<file path="src/verilog/diag_defines.svh">
// constants for the diagnostic flag and readout register bank
// assumes a 16-bit register path at byte addresses, one clock
`ifndef DIAG_DEFINES_SVH
`define DIAG_DEFINES_SVH
// ==========================================
// register addresses
`define ADDR_CAUTION 8'h26
`define ADDR_TEMP 8'h28
`define ADDR_FIELD 8'h2a
// ==========================================
// register tags in bits 15:12
`define TAG_CAUTION 4'hb
`define TAG_TEMP 4'hf
`define TAG_FIELD 4'he
// ==========================================
// fault bit positions
`define FLT_RESTART 0
`define FLT_FIELD_LOW 1
`define FLT_RAIL_LOW 2
// ==========================================
// warning bit positions
`define WRN_TURNS_OVF 0
`define WRN_FIELD_HIGH 1
`define WRN_OVERRUN 2
`define WRN_TURN_STEP 3
`define WRN_CLIP 4
`define WRN_EE_FIX 5
`define WRN_TEMP_RANGE 6
`define WRN_EXT_FAIL 7
`define WRN_SLEW 8
`define WRN_CRC 10
`define WRN_IFACE 11
// ==========================================
// temperature in eighths of a degree relative to 25 C
`define TEMP_MIN_Q3 12'shd58
`define TEMP_MAX_Q3 12'sh4d8
// turn step limit 135 deg in 12-bit angle units
`define TURN_STEP_LIM 12'h600
// field refresh interval
`define FIELD_PERIOD_NS 128000
`define CLK_PERIOD_NS 100
`define FIELD_PERIOD_CYC (`FIELD_PERIOD_NS / `CLK_PERIOD_NS)
// default field thresholds in gauss
`define FIELD_LO_DEF 12'd200
`define FIELD_HI_DEF 12'd1200
`endif

</file>
<file path="src/verilog/diag_pkg.sv">
// types shared by the diagnostic register bank
// assumes the defines header is compiled alongside
package diag_pkg;
    // ==========================================
    // event inputs from the sensor core, one cycle or level
    typedef struct packed {
        logic rail_low;
        logic slew_active;
        logic ext_cmd_failed;
        logic ee_single_fix;
        logic signal_clip;
        logic ext_start;
        logic ext_busy;
        logic turns_wrap;
    } core_events_t;
    // serial frame result from the port logic
    typedef struct packed {
        logic done;
        logic [15:0] word;
        logic bit_count_ok;
        logic crc_ok;
        logic manchester_err;
    } frame_t;
endpackage

</file>
<file path="src/verilog/diag_flags.sv">
// diagnostic fault, warning and readout registers of the angle sensor
// assumes serial port logic delivers decoded frames and register reads
`timescale 1ns/1ps
`include "diag_defines.svh"
module diag_flags
    import diag_pkg::*;
#(
    parameter int FIELD_PERIOD = `FIELD_PERIOD_CYC
)(
    // clock and reset
    input wire logic clk,
    input wire logic sys_rst,
    // core conditions
    input wire core_events_t core_ev,
    input wire logic selftest_run,
    input wire logic [11:0] field_now,
    input wire logic [11:0] field_floor_limit,
    input wire logic [11:0] field_ceiling_limit,
    input wire logic signed [12:0] temp_raw,
    input wire logic zc_valid,
    input wire logic [11:0] zc_angle,
    // serial port frames and configuration
    input wire frame_t frame,
    input wire logic inbound_check_enable,
    // register access from port logic
    input wire logic rd_en,
    input wire logic [7:0] rd_addr,
    input wire logic clear_faults,
    input wire logic clear_warnings,
    input wire logic turns_reset_cmd,
    // register read data and flag views
    output logic [15:0] rd_data,
    output logic [2:0] fault_flags,
    output logic [11:0] warn_flags,
    output logic frame_accept
);
    typedef struct packed {
        logic [2:0] faults;
        logic [11:0] warns;
        logic [11:0] temp;
        logic [11:0] prev_zc;
        logic zc_seen;
        logic [15:0] rd_data;
        logic accept;
    } flag_state_t;
    flag_state_t st, next_st;
    logic [11:0] field_held;
    logic field_tick;

    // ==========================================
    // field sampler
    field_sampler #(.PERIOD(FIELD_PERIOD)) u_field (
        .clk(clk),
        .sys_rst(sys_rst),
        .field_now(field_now),
        .field_held(field_held),
        .tick(field_tick)
    );

    // circular distance between two 12-bit angles
    function automatic logic [11:0] ang_dist(input logic [11:0] a, input logic [11:0] b);
        logic [11:0] d;
        d = a - b;
        if (d[11])
            d = 12'(-d);
        return d;
    endfunction

    logic frame_bad_iface;
    logic frame_bad_crc;
    logic temp_low;
    logic temp_high;
    logic [11:0] temp_clamped;
    // ==========================================
    // frame checks and temperature clamp
    always_comb
    begin
        frame_bad_iface = frame.done &&
            (!frame.bit_count_ok || frame.word[15] || frame.manchester_err);
        frame_bad_crc = frame.done && inbound_check_enable && !frame.crc_ok;
        temp_low = temp_raw < 13'(signed'(`TEMP_MIN_Q3));
        temp_high = temp_raw > 13'(signed'(`TEMP_MAX_Q3));
        if (temp_low)
            temp_clamped = `TEMP_MIN_Q3;
        else if (temp_high)
            temp_clamped = `TEMP_MAX_Q3;
        else
            temp_clamped = temp_raw[11:0];
    end

    // ==========================================
    // flag latching, set wins over clear
    always_comb
    begin
        next_st = st;
        next_st.temp = temp_clamped;
        next_st.accept = frame.done && !frame_bad_iface && !frame_bad_crc;
        if (clear_faults)
            next_st.faults = '0;
        if (clear_warnings)
            next_st.warns = st.warns & (12'h1 << `WRN_TURNS_OVF);
        if (turns_reset_cmd)
            next_st.warns[`WRN_TURNS_OVF] = 1'b0;
        if (core_ev.rail_low)
            next_st.faults[`FLT_RAIL_LOW] = 1'b1;
        // compare only a fresh sample, never the empty reading after reset
        if (field_tick && field_held < field_floor_limit)
            next_st.faults[`FLT_FIELD_LOW] = 1'b1;
        if (field_tick && field_held > field_ceiling_limit)
            next_st.warns[`WRN_FIELD_HIGH] = 1'b1;
        if (frame_bad_iface || (frame.done && frame.manchester_err))
            next_st.warns[`WRN_IFACE] = 1'b1;
        if (frame_bad_crc)
            next_st.warns[`WRN_CRC] = 1'b1;
        if (core_ev.slew_active)
            next_st.warns[`WRN_SLEW] = 1'b1;
        if (core_ev.ext_cmd_failed)
            next_st.warns[`WRN_EXT_FAIL] = 1'b1;
        if (temp_low || temp_high)
            next_st.warns[`WRN_TEMP_RANGE] = 1'b1;
        if (core_ev.ee_single_fix)
            next_st.warns[`WRN_EE_FIX] = 1'b1;
        if (core_ev.signal_clip)
            next_st.warns[`WRN_CLIP] = 1'b1;
        if (core_ev.ext_start && core_ev.ext_busy)
            next_st.warns[`WRN_OVERRUN] = 1'b1;
        if (core_ev.turns_wrap)
            next_st.warns[`WRN_TURNS_OVF] = 1'b1;
        if (zc_valid)
        begin
            next_st.prev_zc = zc_angle;
            next_st.zc_seen = 1'b1;
            if (st.zc_seen && ang_dist(zc_angle, st.prev_zc) > `TURN_STEP_LIM)
                next_st.warns[`WRN_TURN_STEP] = 1'b1;
        end
        next_st.warns[9] = 1'b0;
        // read mux; writes have no path into these registers
        if (rd_en)
        begin
            unique case (rd_addr)
                `ADDR_CAUTION: next_st.rd_data = {`TAG_CAUTION, st.warns};
                `ADDR_TEMP: next_st.rd_data = {`TAG_TEMP, st.temp};
                `ADDR_FIELD: next_st.rd_data = {`TAG_FIELD, field_held};
                default: next_st.rd_data = 16'h0000;
            endcase
        end
    end

    // ==========================================
    // state register; reset marks the restart flag
    always_ff @(posedge clk)
    begin
        if (sys_rst)
        begin
            st <= '0;
            st.faults[`FLT_RESTART] <= 1'b1;
        end
        else
        begin
            st <= next_st; // selftest_run does not touch restart
        end
    end

    assign rd_data = st.rd_data;
    assign fault_flags = st.faults;
    assign warn_flags = st.warns;
    assign frame_accept = st.accept;

    // ==========================================
    // checks
    property p_fault_hold;
        @(posedge clk) disable iff (sys_rst)
        fault_flags[`FLT_RAIL_LOW] && !clear_faults |=> fault_flags[`FLT_RAIL_LOW];
    endproperty
    a_fault_hold: assert property (p_fault_hold)
        else $error("fault flag dropped without clear");

    property p_rail;
        @(posedge clk) disable iff (sys_rst)
        core_ev.rail_low |=> fault_flags[`FLT_RAIL_LOW];
    endproperty
    a_rail: assert property (p_rail)
        else $error("rail low not latched");

    property p_restart;
        @(posedge clk)
        sys_rst |=> fault_flags[`FLT_RESTART];
    endproperty
    a_restart: assert property (p_restart)
        else $error("restart flag not set after reset");

    property p_warn_hold;
        @(posedge clk) disable iff (sys_rst)
        warn_flags[`WRN_CLIP] && !clear_warnings |=> warn_flags[`WRN_CLIP];
    endproperty
    a_warn_hold: assert property (p_warn_hold)
        else $error("warning dropped without clear");

    property p_tag;
        @(posedge clk) disable iff (sys_rst)
        rd_en && rd_addr == `ADDR_TEMP |=> rd_data[15:12] == `TAG_TEMP;
    endproperty
    a_tag: assert property (p_tag)
        else $error("temperature tag wrong");

    property p_iface;
        @(posedge clk) disable iff (sys_rst)
        frame.done && frame.word[15] |=> warn_flags[`WRN_IFACE] && !frame_accept;
    endproperty
    a_iface: assert property (p_iface)
        else $error("bad frame not flagged");

    property p_crc;
        @(posedge clk) disable iff (sys_rst)
        frame.done && inbound_check_enable && !frame.crc_ok |=> warn_flags[`WRN_CRC];
    endproperty
    a_crc: assert property (p_crc)
        else $error("crc failure not flagged");

    property p_tov;
        @(posedge clk) disable iff (sys_rst)
        warn_flags[`WRN_TURNS_OVF] && !turns_reset_cmd |=> warn_flags[`WRN_TURNS_OVF];
    endproperty
    a_tov: assert property (p_tov)
        else $error("turns overflow cleared without reset command");

    property p_bit9;
        @(posedge clk) disable iff (sys_rst)
        rd_en && rd_addr == `ADDR_CAUTION |=> !rd_data[9];
    endproperty
    a_bit9: assert property (p_bit9)
        else $error("unused warning bit read as one");

    property p_selftest;
        @(posedge clk) disable iff (sys_rst)
        selftest_run && !fault_flags[`FLT_RESTART] |=> !fault_flags[`FLT_RESTART];
    endproperty
    a_selftest: assert property (p_selftest)
        else $error("selftest set the restart flag");

    property p_field_low;
        @(posedge clk) disable iff (sys_rst)
        field_tick && field_held < field_floor_limit |=> fault_flags[`FLT_FIELD_LOW];
    endproperty
    a_field_low: assert property (p_field_low)
        else $error("low field not latched");

    property p_field_high;
        @(posedge clk) disable iff (sys_rst)
        field_tick && field_held > field_ceiling_limit |=> warn_flags[`WRN_FIELD_HIGH];
    endproperty
    a_field_high: assert property (p_field_high)
        else $error("high field not latched");

    property p_slew;
        @(posedge clk) disable iff (sys_rst)
        core_ev.slew_active |=> warn_flags[`WRN_SLEW];
    endproperty
    a_slew: assert property (p_slew)
        else $error("slew limiting not latched");

    property p_ext_fail;
        @(posedge clk) disable iff (sys_rst)
        core_ev.ext_cmd_failed |=> warn_flags[`WRN_EXT_FAIL];
    endproperty
    a_ext_fail: assert property (p_ext_fail)
        else $error("extended command failure not latched");

    property p_temp_range;
        @(posedge clk) disable iff (sys_rst)
        temp_low || temp_high |=> warn_flags[`WRN_TEMP_RANGE];
    endproperty
    a_temp_range: assert property (p_temp_range)
        else $error("temperature range not latched");

    property p_temp_clamp;
        @(posedge clk) disable iff (sys_rst)
        $signed(st.temp) >= `TEMP_MIN_Q3 && $signed(st.temp) <= `TEMP_MAX_Q3;
    endproperty
    a_temp_clamp: assert property (p_temp_clamp)
        else $error("temperature outside clamp limits");

    property p_ee_fix;
        @(posedge clk) disable iff (sys_rst)
        core_ev.ee_single_fix |=> warn_flags[`WRN_EE_FIX];
    endproperty
    a_ee_fix: assert property (p_ee_fix)
        else $error("eeprom soft error not latched");

    property p_clip;
        @(posedge clk) disable iff (sys_rst)
        core_ev.signal_clip |=> warn_flags[`WRN_CLIP];
    endproperty
    a_clip: assert property (p_clip)
        else $error("saturation not latched");

    property p_overrun;
        @(posedge clk) disable iff (sys_rst)
        core_ev.ext_start && core_ev.ext_busy |=> warn_flags[`WRN_OVERRUN];
    endproperty
    a_overrun: assert property (p_overrun)
        else $error("extended access overrun not latched");

    property p_turns_set;
        @(posedge clk) disable iff (sys_rst)
        core_ev.turns_wrap |=> warn_flags[`WRN_TURNS_OVF];
    endproperty
    a_turns_set: assert property (p_turns_set)
        else $error("turns overflow not latched");

    property p_warn_zero;
        @(posedge clk) disable iff (sys_rst)
        !warn_flags[9];
    endproperty
    a_warn_zero: assert property (p_warn_zero)
        else $error("unused warning bit set");

    property p_caution_tag;
        @(posedge clk) disable iff (sys_rst)
        rd_en && rd_addr == `ADDR_CAUTION |=> rd_data[15:12] == `TAG_CAUTION;
    endproperty
    a_caution_tag: assert property (p_caution_tag)
        else $error("warning register tag wrong");

    property p_count_bad;
        @(posedge clk) disable iff (sys_rst)
        frame.done && !frame.bit_count_ok |=> warn_flags[`WRN_IFACE] && !frame_accept;
    endproperty
    a_count_bad: assert property (p_count_bad)
        else $error("bad bit count not flagged");

    property p_field_read;
        @(posedge clk) disable iff (sys_rst)
        rd_en && rd_addr == `ADDR_FIELD |=> rd_data[11:0] == $past(field_held);
    endproperty
    a_field_read: assert property (p_field_read)
        else $error("field reading not returned");
endmodule

</file>
<file path="src/verilog/field_sampler.sv">
// field strength sampler: refreshes a held reading on a fixed tick
// assumes field input is from same clock domain
`timescale 1ns/1ps
`include "diag_defines.svh"
module field_sampler
    import diag_pkg::*;
#(
    parameter int PERIOD = `FIELD_PERIOD_CYC
)(
    // clock and reset
    input wire logic clk,
    input wire logic sys_rst,
    // field input and held output
    input wire logic [11:0] field_now,
    output logic [11:0] field_held,
    output logic tick
);
    typedef struct packed {
        logic [16:0] count;
        logic [11:0] held;
        logic tick;
    } samp_state_t;
    samp_state_t st, next_st;
    // ==========================================
    // interval counter and capture
    always_comb
    begin
        next_st = st;
        next_st.tick = 1'b0;
        if (st.count == 17'(PERIOD - 1))
        begin
            next_st.count = '0;
            next_st.held = field_now;
            next_st.tick = 1'b1;
        end
        else
        begin
            next_st.count = st.count + 17'h1;
        end
    end
    always_ff @(posedge clk)
    begin
        if (sys_rst)
            st <= '0;
        else
            st <= next_st;
    end
    assign field_held = st.held;
    assign tick = st.tick;
    property p_field_period;
        @(posedge clk) disable iff (sys_rst)
        tick |=> !tick [*8];
    endproperty
    a_field_period: assert property (p_field_period)
        else $error("field refresh came too soon");
endmodule
</file>
<file path="config.mk">
export PLATFORM = sky130hd
export DESIGN_NAME = diag_flags
export DESIGN_NICKNAME = d
export VERILOG_FILES = /design/src/verilog/diag_pkg.sv /design/src/verilog/diag_flags.sv /design/src/verilog/field_sampler.sv
export VERILOG_INCLUDE_DIRS = /design/src /design/src/verilog
export SDC_FILE = /design/constraint.sdc
export NUM_CORES = 1
export LEC_CHECK = 0
export ABC_AREA = 1
export ABC_CLOCK_PERIOD_IN_PS = 3100
export BUFFER_PORTS_ARGS = -buffer_cell sky130_fd_sc_hd__buf_2
export CAP_MARGIN = 20
export CORE_UTILIZATION = 54
export DETAILED_ROUTE_END_ITERATION = 7
export GPL_TIMING_DRIVEN = 0
export MAX_ROUTING_LAYER = met4
export PLACE_DENSITY = 0.8
export SETUP_SLACK_MARGIN = 0.05
export SYNTH_ARGS = -nofsm -noshare
export SYNTH_HDL_FRONTEND = slang
export SYNTH_SLANG_ARGS = --single-unit
</file>
<file path="constraint.sdc">
create_clock -name clk -period 3.1 [get_ports clk]
set_input_delay 0.62 -clock clk [delete_from_list [all_inputs] [get_ports clk]]
set_output_delay 0.62 -clock clk [all_outputs]
set_load 0.02 [all_outputs]
</file>
==> out/qor.csv <==
metric,value,unit
Final min period,2.80,ns
Routed WL,13100,µm
"slowest stage delay, CP",0.49,ns
first-pass GRT wire length,22100,µm
critical hold path startpoint,u_field.st[13],
CTS resizes,0,
Max Root-Sink Buffers,2,
dpl cells,1002,
Pins Over Slew Limit,0,
clock insertion delay at the later pin of the skew report,0.34,ns
Die Span X,100,µm
num rows,35,
nets,1027,
Critical Path AT,3.07,ns
hold endpoint,u_field.st[13],
TritonCTS Buffers,9,
critical path endpoint category,register,
DR DRC count,0,
top-level port count,138,
Iter 0 DRT Violations,224,
post-synthesis sequential area ratio,32.7,%
yosys warns,0,
Final Util,66.3,%
kind of critical path,input port to register,
vias in the first global route,5039,
fin crit share,90.2,%
Seq cells post-synth,85,
most common cell in the synthesized netlist,nand2_1,
VDD IR max,0.321,mV
DR vias,5227,
number of synthesized flops with an enable pin,0,
outcome,"finished, final reports clean",
final std cells w/o fill,1018,
Antenna Nets Post-Route,0,
DRT Pass-1 Iters,5,
Mapped Cells,755,
CP max FO,4,
Hold Path Cell Cnt,1,
RSZ-0062 raised after global routing,no,
Root Buffer,clkbuf_8,
worst slew pin tran,0.647,ns
Final setup viols,0,
worst reg2reg setup slack,0.40,ns
Mapped Area,5200,µm²
Initial Utilization,56.0,%
RR Endpoint,warn_flags[3],
max frequency,358,MHz
core area,9280,µm²
top_reg_cell synth,dfxtp_1,
CTS sink count,85,
DIE HEIGHT,100,µm
register area,1700,µm²
htree depth,3,
initial antenna violation count,0,
WL/cell,12.9,µm
Leak,3.20,nW
"most used cell, CP",nand2_1,
Final Hold Viols,0,
GRT Overall Usage,28.4,%
max_cap viols,0,
CTS tree,built,
post-CTS setup buffer count,0,
# fillers,841,
critical path required time,3.37,ns
RD Place Congestion,0.913,
CTS Hold Bufs,0,
slowest cell on the critical path,fa_1,
Worst Setup Start Kind,input port,
grt ovf,0,
"area leader, netlist",dfxtp_1,
Antenna diodes,0,
clk slew on worst S/H paths,0.08,ns
hpwl dp,10600,µm
"FFs w/ async S/R, synth",0,%
layout cell share with drive strength beyond 1,23.5,%
Avg Vias per Cell,5.13,
Synth top cells by count,"nand2_1, inv_1, dfxtp_1",
"Cell Chain, Critical Path","buf_2, inv_1, ha_1, inv_1, fa_1, inv_1, ha_1, a21boi_2, nand3_1, nor2_2, nand2_2, nor2_1, nand2_1, nand2_1, nand2_1, a21oi_2, nand2_1, nand2_1, nand2_1, a21oi_2",
Power Dens Cells,407,nW/µm²
Yosys top cell area share,32.7,%
"top cells by area, synth","dfxtp_1, nand2_1, ha_1",
min-delay worst type,register to register,
IO Port Bufs,118,
area grow syn2layout,18.3,%
Fin Clk Skew,0.00812,ns
Syn Nets,898,
Yosys cell types,44,
Multi-input gate area,2780,µm²
Reg2Reg Depth,18,
Relative slew margins,56.9,%
Critical R2R Launch,st[18],
DIE AREA,10000,µm²
pin count of the biggest net entering global routing,15,
syn avg cell area,6.89,µm²
[flip-flops by register name, summed over array words and instances (netlist names)]
signal / flops
st: 25
fault_flags: 3
u_field.tick: 1
warn_flags: 11
u_field.st: 17
frame_accept: 1
u_field.field_held: 12
rd_data: 15
[layout by cell type (no fill, tap or decap), drive strengths merged, types with 4 or more instances in the layout]
cell      n
xor2      4
buf     158
dfxtp    85
nand2   203
a22o     10
nand4    11
nor2     64
inv     105
a21oi    58
nand3    56
o21ai    33
clkbuf   20
nor4      4
clkinv    4
ha       36
nor3     10
[per-layer routing]
| layer | up-vias | part of all wire (%) | routed length (µm) | global-route usage [%] |
|---|---|---|---|---|
| met3 | 34 | 5.1 | 676 | 5.08 |
| met1 | 2360 | 42 | 5520 | 31.9 |
| met2 | 158 | 51 | 6650 | 50.5 |
| met4 | 0 | 2.2 | 294 | 9.59 |
| li1 | 2675 | - | - | - |
| met5 | - | 0 | 0 | - |
[worst max-delay path, delay by kind of cell]
family | cells | cell delay (ns)
adders and majority gates | 3 | 0.82
and+or+nand+nor | 10 | 0.85
buffers and inverters | 4 | 0.38
AOI/OAI and AO/OA | 3 | 0.43
[power breakdown]
part / internal [mW] / switching (mW) / total, mW
sequential: 1.13 / 0.0162 / 1.14
combinational: 0.220 / 0.361 / 0.581
clock: 0.396 / 0.385 / 0.781
[per-stage QoR]
step / TNS (ns) / cell area, µm² / hold slack, ns / power (mW) / setup slack, ns
final: 0 / 6160 / 0.450 / 2.50 / 0.305
after global routing: 0 / 6160 / 0.474 / 2.65 / 0.0713
after CTS: 0 / 6160 / 0.457 / 2.51 / 0.311
after detailed placement: -0.0414 / 5950 / 0.442 / 1.74 / -0.0414
after global placement: 0 / 5950 / 0.429 / 1.72 / 0.0341
after floorplan: 0 / 5200 / 0.418 / 1.57 / 0.374
[area by class of cell]
type                            instances  share of cell area, %
Clock buffer                           11                   2.30
Tap cell                              129                   2.62
Timing Repair Buffer                  118                   9.59
Buffer                                 49                   5.22
Sequential cell                        85                   27.6
Clock inverter                          5                  0.976
Multi-Input combinational cell        515                   45.2
Inverter                              106                   6.46
[logic make-up (layout without fill, tap and decap cells)]
family                     Yosys count  in the layout  share of synthesized area [%]
xor gates and xnor gates             6              6                           1.01
DFF                                 85             85                           32.7
adders and majority gates           37             37                           9.04
and+or+nand+nor                    354            354                           30.1
buffers and inverters              155            289                           13.8
other                                1              1                         0.0721
AOI/OAI and AO/OA                  117            117                           13.3
[worst max path at each step]
stage	startpoint	endpoint
3_5_place_dp	zc_angle[0]	warn_flags[3]
2_1_floorplan	zc_angle[0]	warn_flags[3]
4_1_cts	zc_angle[0]	warn_flags[3]
6_report	zc_angle[0]	warn_flags[3]
3_3_place_gp	zc_angle[0]	warn_flags[3]
5_1_grt	zc_angle[0]	warn_flags[3]
(Power assumes the default switching activity.)
